## config.mk

```make
export PLATFORM = sky130hd
export DESIGN_NAME = tlic_two_level_irq_ctrl
export DESIGN_NICKNAME = d
export VERILOG_FILES = /design/src/rtl/tlic_two_level_irq_ctrl.v
export VERILOG_INCLUDE_DIRS = /design/src /design/src/rtl
export SDC_FILE = /design/constraint.sdc
export NUM_CORES = 1
export LEC_CHECK = 0
export ABC_AREA = 1
export BUFFER_PORTS_ARGS = -buffer_cell sky130_fd_sc_hd__buf_2
export CORE_MARGIN = 4
export CORE_UTILIZATION = 53
export CTS_CLUSTER_DIAMETER = 30
export CTS_CLUSTER_SIZE = 10
export DETAILED_ROUTE_END_ITERATION = 12
export PLACE_DENSITY = 0.85
export SLEW_MARGIN = 10
export SYNTH_ARGS = -nofsm -noshare
export SYNTH_HDL_FRONTEND = slang
export SYNTH_SLANG_ARGS = --single-unit
```

## constraint.sdc

```tcl
create_clock -name clk -period 2.7 [get_ports clk]
set_input_delay 0.81 -clock clk [delete_from_list [all_inputs] [get_ports clk]]
set_output_delay 0.81 -clock clk [all_outputs]
set_load 0.1 [all_outputs]
```

## src/rtl/tlic_consts.vh

```
`ifndef TLIC_CONSTS_VH
`define TLIC_CONSTS_VH

// -----------------------------------------------------------------------
// Register map
// -----------------------------------------------------------------------
`define TLIC_ADDR_MEM_ERR_EN 8'hac
`define TLIC_ADDR_XSER_EN 8'had
`define TLIC_ADDR_XEXT_EN 8'hae

// -----------------------------------------------------------------------
// Field commands and status
// -----------------------------------------------------------------------
`define TLIC_CMD_NOCHG 2'h0
`define TLIC_CMD_DIS 2'h1
`define TLIC_CMD_LOW 2'h2
`define TLIC_CMD_HIGH 2'h3
`define TLIC_FIELD_RESET 2'h0

// -----------------------------------------------------------------------
// Sources and vectors
// -----------------------------------------------------------------------
`define TLIC_NUM_SRC 15
`define TLIC_NUM_CLASSIC 6
`define TLIC_VEC_MULT 8
`define TLIC_VEC_OFFSET 16'h0003

`endif

```

## src/rtl/tlic_two_level_irq_ctrl.v

```verilog
`timescale 1ns/100ps
`default_nettype none
`include "tlic_consts.vh"

module tlic_two_level_irq_ctrl
(
    // Clock and reset
    input wire clk,
    input wire rst_n,
    // Classic source flags, index = interrupt number 0..5
    input wire external0_flag,
    input wire timer0_overflow_flag,
    input wire external1_flag,
    input wire timer1_overflow_flag,
    input wire serial_rx_or_tx_flag,
    input wire timer2_overflow_flag,
    // Added source flags
    input wire external_mem_error_flag,
    input wire extra_serial1_irq,
    input wire internal_mem_error_flag,
    input wire extra_serial2_irq,
    input wire external2_flag,
    input wire extra_serial3_irq,
    input wire external3_flag,
    input wire extra_serial4_irq,
    input wire external4_flag,
    // Classic enables from the core
    input wire global_interrupt_enable,
    input wire [5:0] classicEnable,
    input wire [5:0] classicHighPrio,
    // Core sequencer
    input wire longCallTaken,
    input wire returnFromInterrupt,
    output reg longCallRequest,
    output reg [15:0] longCallAddress,
    output reg [3:0] serviceNumber,
    output reg highInProcess,
    output reg lowInProcess,
    // Special function register port
    input wire [7:0] sfrAddr,
    input wire [7:0] sfrWriteData,
    input wire sfrWrite,
    output reg [7:0] sfrReadData
);

    // -------------------------------------------------------------------
    // Enable fields
    // -------------------------------------------------------------------
    reg [1:0] fieldInMem;
    reg [1:0] fieldExMem;
    reg [1:0] fieldSer1;
    reg [1:0] fieldSer2;
    reg [1:0] fieldSer3;
    reg [1:0] fieldSer4;
    reg [1:0] fieldExt2;
    reg [1:0] fieldExt3;
    reg [1:0] fieldExt4;

    // Command decode: 00 keeps the old setting
    function [1:0] applyCmd;
        input [1:0] old;
        input [1:0] cmd;
        begin
            if (cmd == `TLIC_CMD_NOCHG)
                applyCmd = old;
            else if (cmd == `TLIC_CMD_DIS)
                applyCmd = `TLIC_CMD_DIS;
            else
                applyCmd = cmd;
        end
    endfunction

    // Status: disabled reads with upper bit clear
    function [1:0] status;
        input [1:0] f;
        begin
            status = f[1] ? f : 2'h0;
        end
    endfunction

    wire wrMem = sfrWrite && (sfrAddr == `TLIC_ADDR_MEM_ERR_EN);
    wire wrSer = sfrWrite && (sfrAddr == `TLIC_ADDR_XSER_EN);
    wire wrExt = sfrWrite && (sfrAddr == `TLIC_ADDR_XEXT_EN);

    always @(posedge clk or negedge rst_n)
    begin
        if (!rst_n)
        begin
            fieldInMem <= `TLIC_FIELD_RESET;
            fieldExMem <= `TLIC_FIELD_RESET;
            fieldSer1 <= `TLIC_FIELD_RESET;
            fieldSer2 <= `TLIC_FIELD_RESET;
            fieldSer3 <= `TLIC_FIELD_RESET;
            fieldSer4 <= `TLIC_FIELD_RESET;
            fieldExt2 <= `TLIC_FIELD_RESET;
            fieldExt3 <= `TLIC_FIELD_RESET;
            fieldExt4 <= `TLIC_FIELD_RESET;
        end
        else
        begin
            if (wrMem)
            begin
                fieldInMem <= applyCmd(fieldInMem, sfrWriteData[1:0]);
                fieldExMem <= applyCmd(fieldExMem, sfrWriteData[3:2]);
            end
            if (wrSer)
            begin
                fieldSer1 <= applyCmd(fieldSer1, sfrWriteData[7:6]);
                fieldSer2 <= applyCmd(fieldSer2, sfrWriteData[5:4]);
                fieldSer3 <= applyCmd(fieldSer3, sfrWriteData[3:2]);
                fieldSer4 <= applyCmd(fieldSer4, sfrWriteData[1:0]);
            end
            if (wrExt)
            begin
                fieldExt2 <= applyCmd(fieldExt2, sfrWriteData[1:0]);
                fieldExt3 <= applyCmd(fieldExt3, sfrWriteData[3:2]);
                fieldExt4 <= applyCmd(fieldExt4, sfrWriteData[5:4]);
            end
        end
    end

    // -------------------------------------------------------------------
    // Register read
    // -------------------------------------------------------------------
    always @(posedge clk or negedge rst_n)
    begin
        if (!rst_n)
            sfrReadData <= 8'h00;
        else
        begin
            case (sfrAddr)
                `TLIC_ADDR_MEM_ERR_EN:
                    sfrReadData <= {4'h0, status(fieldExMem),
                        status(fieldInMem)};
                `TLIC_ADDR_XSER_EN:
                    sfrReadData <= {status(fieldSer1), status(fieldSer2),
                        status(fieldSer3), status(fieldSer4)};
                `TLIC_ADDR_XEXT_EN:
                    sfrReadData <= {2'h0, status(fieldExt4),
                        status(fieldExt3), status(fieldExt2)};
                default:
                    sfrReadData <= 8'h00;
            endcase
        end
    end

    // -------------------------------------------------------------------
    // Source vector in interrupt-number order
    // -------------------------------------------------------------------
    wire [14:0] pending = {external4_flag, extra_serial4_irq,
        external3_flag, extra_serial3_irq, external2_flag,
        extra_serial2_irq, internal_mem_error_flag, extra_serial1_irq,
        external_mem_error_flag, timer2_overflow_flag,
        serial_rx_or_tx_flag, timer1_overflow_flag, external1_flag,
        timer0_overflow_flag, external0_flag};

    wire [14:0] srcEnable = {fieldExt4[1], fieldSer4[1], fieldExt3[1],
        fieldSer3[1], fieldExt2[1], fieldSer2[1], fieldInMem[1],
        fieldSer1[1], fieldExMem[1], classicEnable};
    wire [14:0] srcHigh = {fieldExt4[0], fieldSer4[0], fieldExt3[0],
        fieldSer3[0], fieldExt2[0], fieldSer2[0], fieldInMem[0],
        fieldSer1[0], fieldExMem[0], classicHighPrio};

    wire [14:0] highReq = pending & srcEnable & srcHigh;
    wire [14:0] lowReq = pending & srcEnable & ~srcHigh;

    // Lowest set bit wins
    function [3:0] firstSet;
        input [14:0] v;
        integer i;
        begin
            firstSet = 4'h0;
            for (i = `TLIC_NUM_SRC - 1; i >= 0; i = i - 1)
                if (v[i])
                    firstSet = i[3:0];
        end
    endfunction

    // -------------------------------------------------------------------
    // Arbitration
    // -------------------------------------------------------------------
    reg takeHigh;
    reg takeLow;
    reg [3:0] next_number;

    always @*
    begin
        takeHigh = 1'b0;
        takeLow = 1'b0;
        next_number = 4'h0;
        if (!global_interrupt_enable || longCallRequest)
            takeHigh = 1'b0;
        else if (highInProcess)
            takeHigh = 1'b0;
        else if (|highReq)
        begin
            takeHigh = 1'b1;
            next_number = firstSet(highReq);
        end
        else if (lowInProcess)
            takeLow = 1'b0;
        else if (|lowReq)
        begin
            takeLow = 1'b1;
            next_number = firstSet(lowReq);
        end
    end

    // -------------------------------------------------------------------
    // Service and in-process tracking
    // -------------------------------------------------------------------
    reg pendingIsHigh;

    always @(posedge clk or negedge rst_n)
    begin
        if (!rst_n)
        begin
            longCallRequest <= 1'b0;
            longCallAddress <= 16'h0000;
            serviceNumber <= 4'h0;
            highInProcess <= 1'b0;
            lowInProcess <= 1'b0;
            pendingIsHigh <= 1'b0;
        end
        else
        begin
            if (longCallRequest && longCallTaken)
            begin
                longCallRequest <= 1'b0;
                if (pendingIsHigh)
                    highInProcess <= 1'b1;
                else
                    lowInProcess <= 1'b1;
            end
            else if (returnFromInterrupt)
            begin
                if (highInProcess)
                    highInProcess <= 1'b0;
                else
                    lowInProcess <= 1'b0;
            end
            if (takeHigh || takeLow)
            begin
                longCallRequest <= 1'b1;
                pendingIsHigh <= takeHigh;
                serviceNumber <= next_number;
                longCallAddress <= {9'h000, next_number, 3'h0}
                    + `TLIC_VEC_OFFSET;
            end
        end
    end

endmodule

`default_nettype wire

```

Word-level counts from Yosys, hierarchy flattened:

Index checks and enable logic that the tools add are counted.
W data, S select, Z words.

* $add $sub $neg: 1
* equal/unequal tests: 10
* muxes and demuxes: 66
* bitwise operators: 8
* reductions and logical operators: 26

Operators by type and width (number)
* $mux W4: 35
* $and A15 B15 Y15: 3
* $reduce_or A15 Y1: 2
* $mux W2: 13
* $eq A8 B8 Y1 const B: 3
* $pmux W8 S3: 1
* $reduce_and A2 Y1: 10
* $mux W1: 17
* $not A15 Y15: 1
* $add A7 B2 Y8 const B: 1
* $eq A2 B1 Y1 const B: 4
* $logic_not A2 Y1: 4
* $logic_and A1 B1 Y1: 4
* $ne A2 B2 Y1 const B: 2
* $not A1 Y1: 4
* $reduce_bool A2 Y1: 2
* $reduce_and A3 Y1: 1
* $logic_or A1 B1 Y1: 2
* $ne A2 B1 Y1 const B: 1
* $logic_not A1 Y1: 1

* register bits: 50
* output and inout port bits: 31
* logic and storage cells: 127

Longest topological paths before layout:

Gate-level depths: netlist (run 1).

* depth after elaboration: 23
* depth in mapped cells: 18
* gate-level depth less buffers: 18

Worst setup path after synthesis (run 1):

Ideal clock, no wire load.

* path type: register -> output
* start point: register serviceNumber[1]
* end point: output serviceNumber[1]
* data arrival time: 1340 ps
* required time: 1890 ps
* setup slack: 550 ps
* stages on the path, launching flop included: 2
* path buffers: 1
* cells stage by stage: dfrtp_1 buf_4

RTL lines
* start: declaration: line tlic_two_level_irq_ctrl.v:36 `output reg [3:0] serviceNumber,`
* start signal: assignment: line tlic_two_level_irq_ctrl.v:246 `serviceNumber <= next_number;`

No word-level cell between the ends.

Worst setup path in the final report (run 1):

* start point: register lowInProcess
* end point: output lowInProcess

RTL lines
* start: declaration: line tlic_two_level_irq_ctrl.v:38 `output reg lowInProcess,`
* start signal: assignment: line tlic_two_level_irq_ctrl.v:222 `lowInProcess <= 1'b0;`
* start signal: assignment: line tlic_two_level_irq_ctrl.v:233 `lowInProcess <= 1'b1;`
* start signal: assignment: line tlic_two_level_irq_ctrl.v:240 `lowInProcess <= 1'b0;`

No word-level cell between the ends.

==> results of run 1 <==
==> sequential cells by signal (all words and copies together) (netlist names) <==
register / count
fieldInMem: 2
fieldSer3: 2
fieldExMem: 2
longCallRequest: 1
serviceNumber: 4
fieldSer2: 2
highInProcess: 1
fieldExt3: 2
fieldSer4: 2
sfrReadData: 8
longCallAddress: 1
pendingIsHigh: 1
lowInProcess: 1
fieldExt2: 2
fieldExt4: 2
fieldSer1: 2
==> power groups by stage <==
stage	Sequential, uW	Clock [uW]	Combinational, uW
after global routing	663	518	1020
after global placement	654	0	946
after floorplan	987	0	496
after detailed placement	659	0	957
after CTS	651	492	967
final	652	492	964
==> metrics by stage <==
step	util	std cells
6_report	0.678	415
5_1_grt	0.678	415
4_1_cts	0.678	415
3_5_place_dp	0.647	407
3_3_place_gp	0.647	407
2_1_floorplan	-	306
==> final timing paths <==
path                               startpoint            endpoint  slack [ns]
setup / recovery                 lowInProcess        lowInProcess        0.72
hold / removal             longCallAddress[1]  longCallAddress[1]        0.49
setup reg to reg                 fieldSer1[1]    serviceNumber[0]        1.01
hold reg to reg            longCallAddress[1]  longCallAddress[1]        0.49
max in group asynchronous               rst_n        fieldExt4[0]        1.61
min in group asynchronous               rst_n  longCallAddress[1]        0.59
==> cell families after synthesis <==
kind of cell,Yosys count,share of synthesized area
compound gates,47,0.130
buf+inv,59,0.134
flops,35,0.412
other cells,1,0.00177
simple gates,155,0.322
==> cells in the final DEF, fill, tap and decap left out, types with 4 or more instances in the layout <==
| cell type | n |
|---|---|
| nor2_1 | 23 |
| inv_1 | 40 |
| nor3_1 | 4 |
| dfrtp_1 | 35 |
| nand3_1 | 28 |
| o21ai_1 | 8 |
| buf_2 | 69 |
| nand2_1 | 86 |
| clkbuf_8 | 6 |
| o21ai_0 | 26 |
| conb_1 | 10 |
==> per-layer routing <==
layer / wire length [um] / global-route usage
met2: 2580 / 0.373
met3: 472 / 0.0435
met1: 2140 / 0.281
met4: 115 / 0.0752
met5: 0 / 0
==> cell type report <==
class                           count  area share
Inverter                           43      0.0631
Multi-Input combinational cell    212       0.390
Sequential cell                    35       0.342
Timing Repair Buffer               69       0.135
Clock buffer                        6      0.0323
Clock inverter                      2      0.0137
Tap cell                           48      0.0235
==> impl_metrics.csv, run 1 <==
group,metric,value,unit
placed_design,io_buffers,69,
logic_synthesis,netlist_top_cells_count,"nand2_1 (86), inv_1 (40), dfrtp_1 (35)",
global_route,number_of_antenna_violations_at_the_first_check_in_global_routing,0,
drt,routed-via-count,2141,
pwr,totalPowerFinal,2110,uW
setup_path,worst_path_maximum_fanout,4,
worst_hold_path,min_delay_path_depth,1,
clock_tree,tritoncts,"built",
finish,footprint_of_the_multi_input_gates,997,um^2
pwr,seq_power_share,0.309,
drt,route.detailed.drc,0,
pwr,p_leak,0.00145,uW
drt,drt_first_pass_iters,5,
setup_path,critical-path-slowest-cell,"buf_2",
logic_synthesis,synthDistinctLibCells,32,
sta,timing.hold.ws,0.491,ns
setup_path,path_class,"reg -> out",
pwr,p_int,1050,uW
floorplanning,initial_utilization,0.563,
sta,slew-limit-headroom,0.480,
worst_hold_path,hp-class,"reg -> reg",
placed_design,detailed_place.area,2440,um^2
sta,worst_slew_pin_slew,0.780,ns
sta,finalCriticalPeriod,1.98,ns
setup_path,worst_ep_required_time,1.89,ns
clock_tree,post_cts_resize_count,0,
floorplanning,total_i_o_pin_count,80,
sta,report.final.setup_viol,0,
clock_tree,clkSinkCount,35,
status,run_status,"finished, final reports clean",
placed_design,dp.final_hpwl,4280,um
logic_synthesis,synth-seq-cells,35,
setup_path,crit_arrival,1.17,ns
logic_synthesis,synth_enable_flop_cells,0,
placed_design,gp_routability_congestion,0.857,
floorplanning,floorplan.core_area,3770,um^2
finish,regArea,876,um^2
setup_path,end_kind,"primary output",
floorplanning,die_h,71.3,um
clock_tree,cts_buffers,5,
logic_synthesis,yosysMostFrequentCell,"nand2_1",
sta,finalSetupTns,0,ns
global_route,first_global_vias,2102,
pwr,powerDensity,824,nW/um^2
clock_tree,clock_tree.buffer_depth,2,
setup_path,critical_path_buf_inv_count,1,
floorplanning,die_w,71.3,um
clock_tree,hold_buffers,0,
flow_run,drv.max_cap_violation_count,0,
finish,final.fill_count,351,
setup_path,timing.critical_path.slowest_cell_delay,0.45,ns
logic_synthesis,synth_area_leader_cell,"dfrtp_1",
sta,finalWorstSetupSlack,0.724,ns
sta,rsz0062_at_grt,"false",
setup_path,critical_path_depth,1,
logic_synthesis,synth_top_flop_cell,"dfrtp_1",
floorplanning,core.rowCount,22,
setup_path,sequence_of_cells_on_the_critical_path,"buf_2",
sta,fin_skew,0.00564,ns
logic_synthesis,syn_avg_cell_area,7.15,um^2
drt,via_per_inst,5.16,
pwr,power_switching_share,0.503,
clock_tree,clock_insertion_delay_at_the_later_pin_of_the_skew_report,0.29,ns
finish,layout-drive-gt1-share,0.259,
global_route,grt_first_pass_wirelength,8930,um
logic_synthesis,syn_inst,297,
logic_synthesis,yosys.area.top_type_share,0.412,
finish,postLayoutCellArea,2560,um^2
pwr,power_switching,1060,uW
pwr,power.combinational.fraction,0.457,
global_route,grtUsageTotal,0.221,
setup_path,worst_path_dominant_cell_family,"buffers and inverters",
clock_tree,clk_transition_reported_paths,0.07,ns
logic_synthesis,synthesis.yosys.warnings,0,
clock_tree,post_cts_setup_inserts,0,
clock_tree,clock_tree.htree_level_count,2,
logic_synthesis,netlist_area,2120,um^2
global_route,grt_start_max_net_pins,36,
logic_synthesis,ys_seq_area_frac,0.412,
logic_synthesis,yosys-top-cells-area,"dfrtp_1 (41%), nand2_1 (15%), inv_1 (7.1%)",
drt,antenna_left,0,
clock_tree,clockRootBuffer,"clkbuf_8",
drt,drt_first_iter_violations,135,
logic_synthesis,postSynth.asyncResetShare,1.00,
global_route,grt-ovfl-total,0,
setup_path,rr_worst_depth,9,
pwr,peakVddDrop,0.503,mV
setup_path,worst_setup_path_start_kind,"flip-flop",
finish,areaGrowthSynthToFinish,20.4,%
sta,timing_hold_violations_final,0,
drt,postRouteWirelength,5300,um
drt,wire_per_inst,12.8,um
placed_design,place_worst_setup_slack,0.521,ns
finish,nNetsFinal,415,
pwr,clockPowerShare,0.233,
sta,finalCritPeriodShare,0.732,
sta,slew_viol_final,0,
floorplanning,dieArea,5090,um^2
sta,achievable-frequency,0.506,GHz
finish,n_antenna_cell,0,
Power figures use the tool's default switching activity.
==> run 2, diff against run 1 <==
--- a/config.mk
+++ b/config.mk
@@ -9,11 +9,11 @@
 export ABC_AREA = 1
 export BUFFER_PORTS_ARGS = -buffer_cell sky130_fd_sc_hd__buf_2
 export CORE_MARGIN = 4
-export CORE_UTILIZATION = 53
+export CORE_UTILIZATION = 44
 export CTS_CLUSTER_DIAMETER = 30
 export CTS_CLUSTER_SIZE = 10
 export DETAILED_ROUTE_END_ITERATION = 12
-export PLACE_DENSITY = 0.85
+export PLACE_DENSITY = 0.76
 export SLEW_MARGIN = 10
 export SYNTH_ARGS = -nofsm -noshare
 export SYNTH_HDL_FRONTEND = slang
==> constraint.sdc (replaced) <==
create_clock -name clk -period 1.7 [get_ports clk]
set_input_delay 0.51 -clock clk [delete_from_list [all_inputs] [get_ports clk]]
set_output_delay 0.51 -clock clk [all_outputs]
set_load 0.1 [all_outputs]
==> impl_metrics.csv, run 2 (synthesis gave the netlist of run 1 again) <==
group,metric,value,unit
finish,mostFrequentLayoutCells,"nand2_1 (85), buf_2 (69), inv_1 (40), buf_4 (29)",
floorplanning,core.rowCount,25,
setup_path,timing.critical_path.slowest_cell_delay,0.45,ns
pwr,clockPowerShare,0.218,
sta,finalCritPeriodShare,0.979,
setup_path,worst_path_dominant_cell_family,"buffers and inverters",
setup_path,path_class,"reg -> out",
floorplanning,die_h,77.5,um
floorplanning,total_i_o_pin_count,80,
pwr,powerDensity,1180,nW/um^2
setup_path,worst_ep_required_time,1.19,ns
setup_path,critical-path-slowest-cell,"buf_2",
floorplanning,dieArea,6000,um^2
worst_hold_path,hp-class,"in -> async",
clock_tree,clock_tree.htree_level_count,2,
flow_run,drv.max_cap_violation_count,0,
setup_path,worst_path_maximum_fanout,4,
drt,routed-via-count,2184,
status,run_status,"finished, final reports clean",
clock_tree,hold_buffers,0,
finish,areaGrowthSynthToFinish,34.9,%
drt,antenna_left,0,
setup_path,end_kind,"primary output",
pwr,power_switching,1690,uW
clock_tree,tritoncts,"built",
sta,rsz0062_at_grt,"true",
sta,slew_viol_final,0,
placed_design,dp.final_hpwl,4470,um
drt,postRouteWirelength,5420,um
finish,final_core_occ,0.611,
sta,finalCriticalPeriod,1.66,ns
pwr,seq_power_share,0.310,
finish,reg.largest.list,"sfrReadData x8, serviceNumber x4",
pwr,power_switching_share,0.502,
finish,n_antenna_cell,0,
placed_design,gp_routability_congestion,0.865,
setup_path,worst_setup_path_start_kind,"flip-flop",
finish,largest_register_ffs,8,
setup_path,crit_arrival,1.15,ns
pwr,p_leak,0.00160,uW
sta,finalSetupTns,0,ns
clock_tree,clock_tree.buffer_depth,2,
pwr,peakVddDrop,0.638,mV
global_route,grt-ovfl-total,0,
finish,layout-drive-gt1-share,0.363,
finish,layout_commonest_cell,"nand2_1",
finish,nNetsFinal,445,
clock_tree,clk_transition_reported_paths,0.07,ns
floorplanning,die_w,77.5,um
clock_tree,cts_buffers,5,
clock_tree,clockRootBuffer,"clkbuf_8",
global_route,number_of_antenna_violations_at_the_first_check_in_global_routing,0,
drt,route.detailed.drc,0,
global_route,grt_start_max_net_pins,22,
drt,drt_first_iter_violations,104,
sta,fin_skew,0.00993,ns
clock_tree,clock_insertion_delay_at_the_later_pin_of_the_skew_report,0.28,ns
pwr,p_int,1680,uW
floorplanning,initial_utilization,0.453,
drt,via_per_inst,4.84,
drt,drt_first_pass_iters,4,
clock_tree,clkSinkCount,35,
drt,wire_per_inst,12.0,um
sta,timing_hold_violations_final,0,
sta,report.final.setup_viol,0,
placed_design,io_buffers,69,
finish,registers.top_by_ff_count,"sfrReadData",
global_route,first_global_vias,2017,
pwr,power.combinational.fraction,0.472,
finish,final.fill_count,410,
global_route,grtUsageTotal,0.185,
floorplanning,floorplan.core_area,4690,um^2
setup_path,critical_path_buf_inv_count,1,
setup_path,sequence_of_cells_on_the_critical_path,"buf_2",
sta,achievable-frequency,0.601,GHz
global_route,grt_first_pass_wirelength,8940,um
==> run 2: cell types whose count changed in the layout (fill, tap and decap cells not counted), moves of 2 or more <==
| cell | change |
|---|---|
| nand3_2 | +2 |
| nor3_2 | +3 |
| nand3_1 | -2 |
| dfrtp_1 | -9 |
| dfrtp_2 | +9 |
| buf_4 | +29 |
| nor2_2 | +3 |
| nor2_1 | -4 |
| nor3_1 | -3 |
==> run 2: per-stage QoR <==
step	power, uW	hold WS (ns)	setup WS [ns]	area (um^2)	instances
2_1_floorplan	2370	0.214	0.0723	2170	306
3_3_place_gp	2600	0.457	-0.109	2680	441
3_5_place_dp	2620	0.459	-0.186	2680	441
4_1_cts	3360	0.152	0.0253	2790	449
5_1_grt	3520	0.161	-0.0484	2870	451
6_report	3370	0.148	0.0351	2870	451
==> run 2: final cells by class <==
cell class                      count  area (um^2)  share of cell area
Multi-Input combinational cell    212         1050               0.368
Sequential cell                    35          887               0.310
Timing Repair Buffer               99          583               0.203
Inverter                           43          161              0.0563
Clock buffer                        5         68.8              0.0240
Tap cell                           54         67.6              0.0236
Clock inverter                      3         43.8              0.0153
==> run 2: worst paths after layout <==
kind | start | endpoint | slack, ns | cells past startpoint
max in group asynchronous | rst_n | fieldSer1[1] | 1.10 | 2
max reg2reg | fieldSer4[0] | serviceNumber[0] | 0.04 | 11
min in group clk | longCallTaken | longCallRequest | 0.42 | 2
min | rst_n | longCallAddress[1] | 0.15 | 1
min reg2reg | longCallAddress[1] | longCallAddress[1] | 0.50 | 1
max | lowInProcess | lowInProcess | 0.04 | 1
==> run 2: power groups by stage <==
stage	Combinational [uW]	Clock [uW]	Sequential, uW
floorplan	787	0	1580
global placement	1550	0	1050
global route	1670	786	1060
detailed placement	1560	0	1060
finish	1590	734	1040
CTS	1570	749	1040
==> run 2: metal layers <==
layer / track usage / share of wire
met1: 0.221 / 0.43
met3: 0.0452 / 0.060
met4: 0.0552 / 0.0094
met2: 0.327 / 0.50
met5: 0 / 0
==> run 2: repair_timing <==
item | 4_1_cts | 5_1_grt
setup endpoints to repair | 0 | 9
buffers inserted | 0 | 2
resized for setup | 0 | 16
==> run 2: worst register-to-register path: cells and delay by family (launching register included) <==
| family | cells | cell delay (ns) |
|---|---|---|
| simple gates | 8 | 0.90 |
| buf+inv | 3 | 0.23 |
| flops | 1 | 0.45 |
==> run 3, diff against run 2 <==
--- a/config.mk
+++ b/config.mk
@@ -8,12 +8,14 @@
 export LEC_CHECK = 0
 export ABC_AREA = 1
 export BUFFER_PORTS_ARGS = -buffer_cell sky130_fd_sc_hd__buf_2
+export CORE_ASPECT_RATIO = 0.7
 export CORE_MARGIN = 4
 export CORE_UTILIZATION = 44
 export CTS_CLUSTER_DIAMETER = 30
 export CTS_CLUSTER_SIZE = 10
 export DETAILED_ROUTE_END_ITERATION = 12
 export PLACE_DENSITY = 0.76
+export RECOVER_POWER = 100
 export SLEW_MARGIN = 10
 export SYNTH_ARGS = -nofsm -noshare
 export SYNTH_HDL_FRONTEND = slang
==> impl_metrics.csv, run 3 (synthesis gave the netlist of run 1 again) <==
group,metric,value,unit
sta,rsz0062_at_grt,"true",
global_route,first_global_vias,1934,
drt,routed-via-count,2130,
finish,final_cells,452,
clock_tree,cts_buffers,5,
clock_tree,clock_tree.htree_level_count,2,
drt,drt_first_iter_violations,145,
setup_path,path_class,"reg -> reg",
finish,layout_commonest_cell,"nand2_1",
drt,drt_first_pass_iters,4,
clock_tree,clock_tree.buffer_depth,2,
floorplanning,floorplan.core_area,4500,um^2
floorplanning,die_h,66.1,um
setup_path,worst_path_maximum_fanout,8,
global_route,grt-ovfl-total,0,
flow_run,drv.max_cap_violation_count,0,
setup_path,end_kind,"flip-flop",
floorplanning,core.rowCount,20,
clock_tree,clkSinkCount,35,
pwr,p_leak,0.00157,uW
status,run_status,"finished, final reports clean",
global_route,grtUsageTotal,0.186,
sta,report.final.setup_viol,0,
placed_design,gp_routability_congestion,0.919,
sta,finalCritPeriodShare,0.961,
sta,slew_viol_final,0,
placed_design,detailed_place.area,2660,um^2
clock_tree,clk_transition_reported_paths,0.07,ns
setup_path,worst_ep_required_time,1.88,ns
sta,timing_hold_violations_final,0,
drt,antenna_left,0,
pwr,totalPowerFinal,3240,uW
clock_tree,clockRootBuffer,"clkbuf_8",
finish,mostFrequentLayoutCells,"nand2_1 (86), buf_2 (66), inv_1 (39), dfrtp_1 (27), o21ai_0 (26)",
finish,nNetsFinal,445,
sta,finalCriticalPeriod,1.63,ns
floorplanning,total_i_o_pin_count,80,
drt,postRouteWirelength,5600,um
sta,worst_slew_pin_slew,0.678,ns
floorplanning,initial_utilization,0.472,
drt,route.detailed.drc,0,
placed_design,io_buffers,69,
finish,registers.top_by_ff_count,"sfrReadData",
drt,via_per_inst,4.71,
finish,regArea,886,um^2
floorplanning,die_w,91.1,um
floorplanning,dieArea,6020,um^2
global_route,grt_start_max_net_pins,16,
finish,areaGrowthSynthToFinish,32.2,%
finish,layout-drive-gt1-share,0.338,
sta,fin_skew,0.00513,ns
clock_tree,tritoncts,"built",
placed_design,dp.final_hpwl,4700,um
global_route,grt_first_pass_wirelength,8850,um
clock_tree,hold_buffers,0,
worst_hold_path,hp-class,"in -> async",
pwr,peakVddDrop,0.587,mV
finish,largest_register_ffs,8,
clock_tree,clock_insertion_delay_at_the_later_pin_of_the_skew_report,0.28,ns
global_route,number_of_antenna_violations_at_the_first_check_in_global_routing,0,
setup_path,worst_setup_path_start_kind,"flip-flop",
drt,wire_per_inst,12.4,um
finish,final.fill_count,427,
finish,postLayoutCellArea,2810,um^2
sta,slew-limit-headroom,0.548,
finish,reg.largest.list,"sfrReadData x8, serviceNumber x4",
placed_design,number_of_instances_in_the_placed_design,441,
setup_path,crit_arrival,1.81,ns
finish,footprint_of_the_multi_input_gates,1040,um^2
sta,achievable-frequency,0.612,GHz
finish,n_antenna_cell,0,
pwr,powerDensity,1150,nW/um^2
## run 3: timing repair
item | CTS | global route
endpoints found under the hold margin | 0 | 0
setup endpoints to repair | 0 | 6
gates resized for setup | 0 | 14
buffers inserted | 0 | 3
## run 3: where the power goes
group | switching (uW) | leakage, uW | internal [uW]
registers | 88.6 | 0.000460 | 952
logic | 1290 | 0.00106 | 287
clock network | 286 | 0.0000484 | 332
total | 1660 | 0.00157 | 1570
## run 3: final timing paths
check	from	to	slack (ns)	cells past startpoint
max reg2reg	fieldSer4[0]	serviceNumber[0]	0.07	11
max in group asynchronous	rst_n	fieldSer3[1]	0.60	2
min	rst_n	sfrReadData[0]	0.24	1
min in group clk	longCallTaken	longCallRequest	0.42	2
max	fieldSer4[0]	serviceNumber[0]	0.07	11
min reg2reg	longCallAddress[1]	longCallAddress[1]	0.49	1
## run 3: metrics by stage
stage                util  setup TNS, ns  hold WS [ns]  worst slack, ns
floorplan               -              0         0.214           0.0723
global placement    0.591         -0.632         0.409           -0.135
detailed placement  0.591          -1.50         0.409           -0.201
CTS                 0.612              0         0.104           0.0185
global route        0.623         -0.117         0.297          -0.0761
finish              0.623              0         0.239           0.0661
## run 3: final cells by class
class	count	area share
sequential	35	0.316
clock inverter	1	0.00312
tap	55	0.0245
inverter	43	0.0575
timing repair buffer	99	0.198
multi-input combinational	212	0.370
clock buffer	7	0.0307
## run 3: worst max-delay path, cell delays in order, from the launching register on
cell	delay, ns
dfrtp_1	0.42
inv_1	0.08
nor2_1	0.05
inv_1	0.08
nand2_1	0.07
nor2_2	0.16
nand4_4	0.14
nand2_2	0.14
nand2_4	0.08
or2_1	0.21
nand2_1	0.06
inv_1	0.03
## run 3: per-layer routing
metal / GRT usage / wire [um] / part of all wire / up-vias
li1: - / - / - / 1130
met1: 0.279 / 2840 / 0.51 / 941
met2: 0.274 / 2400 / 0.43 / 57
met3: 0.0455 / 340 / 0.061 / 2
met4: 0.0282 / 17 / 0.0030 / 0
met5: 0 / 0 / 0 / -
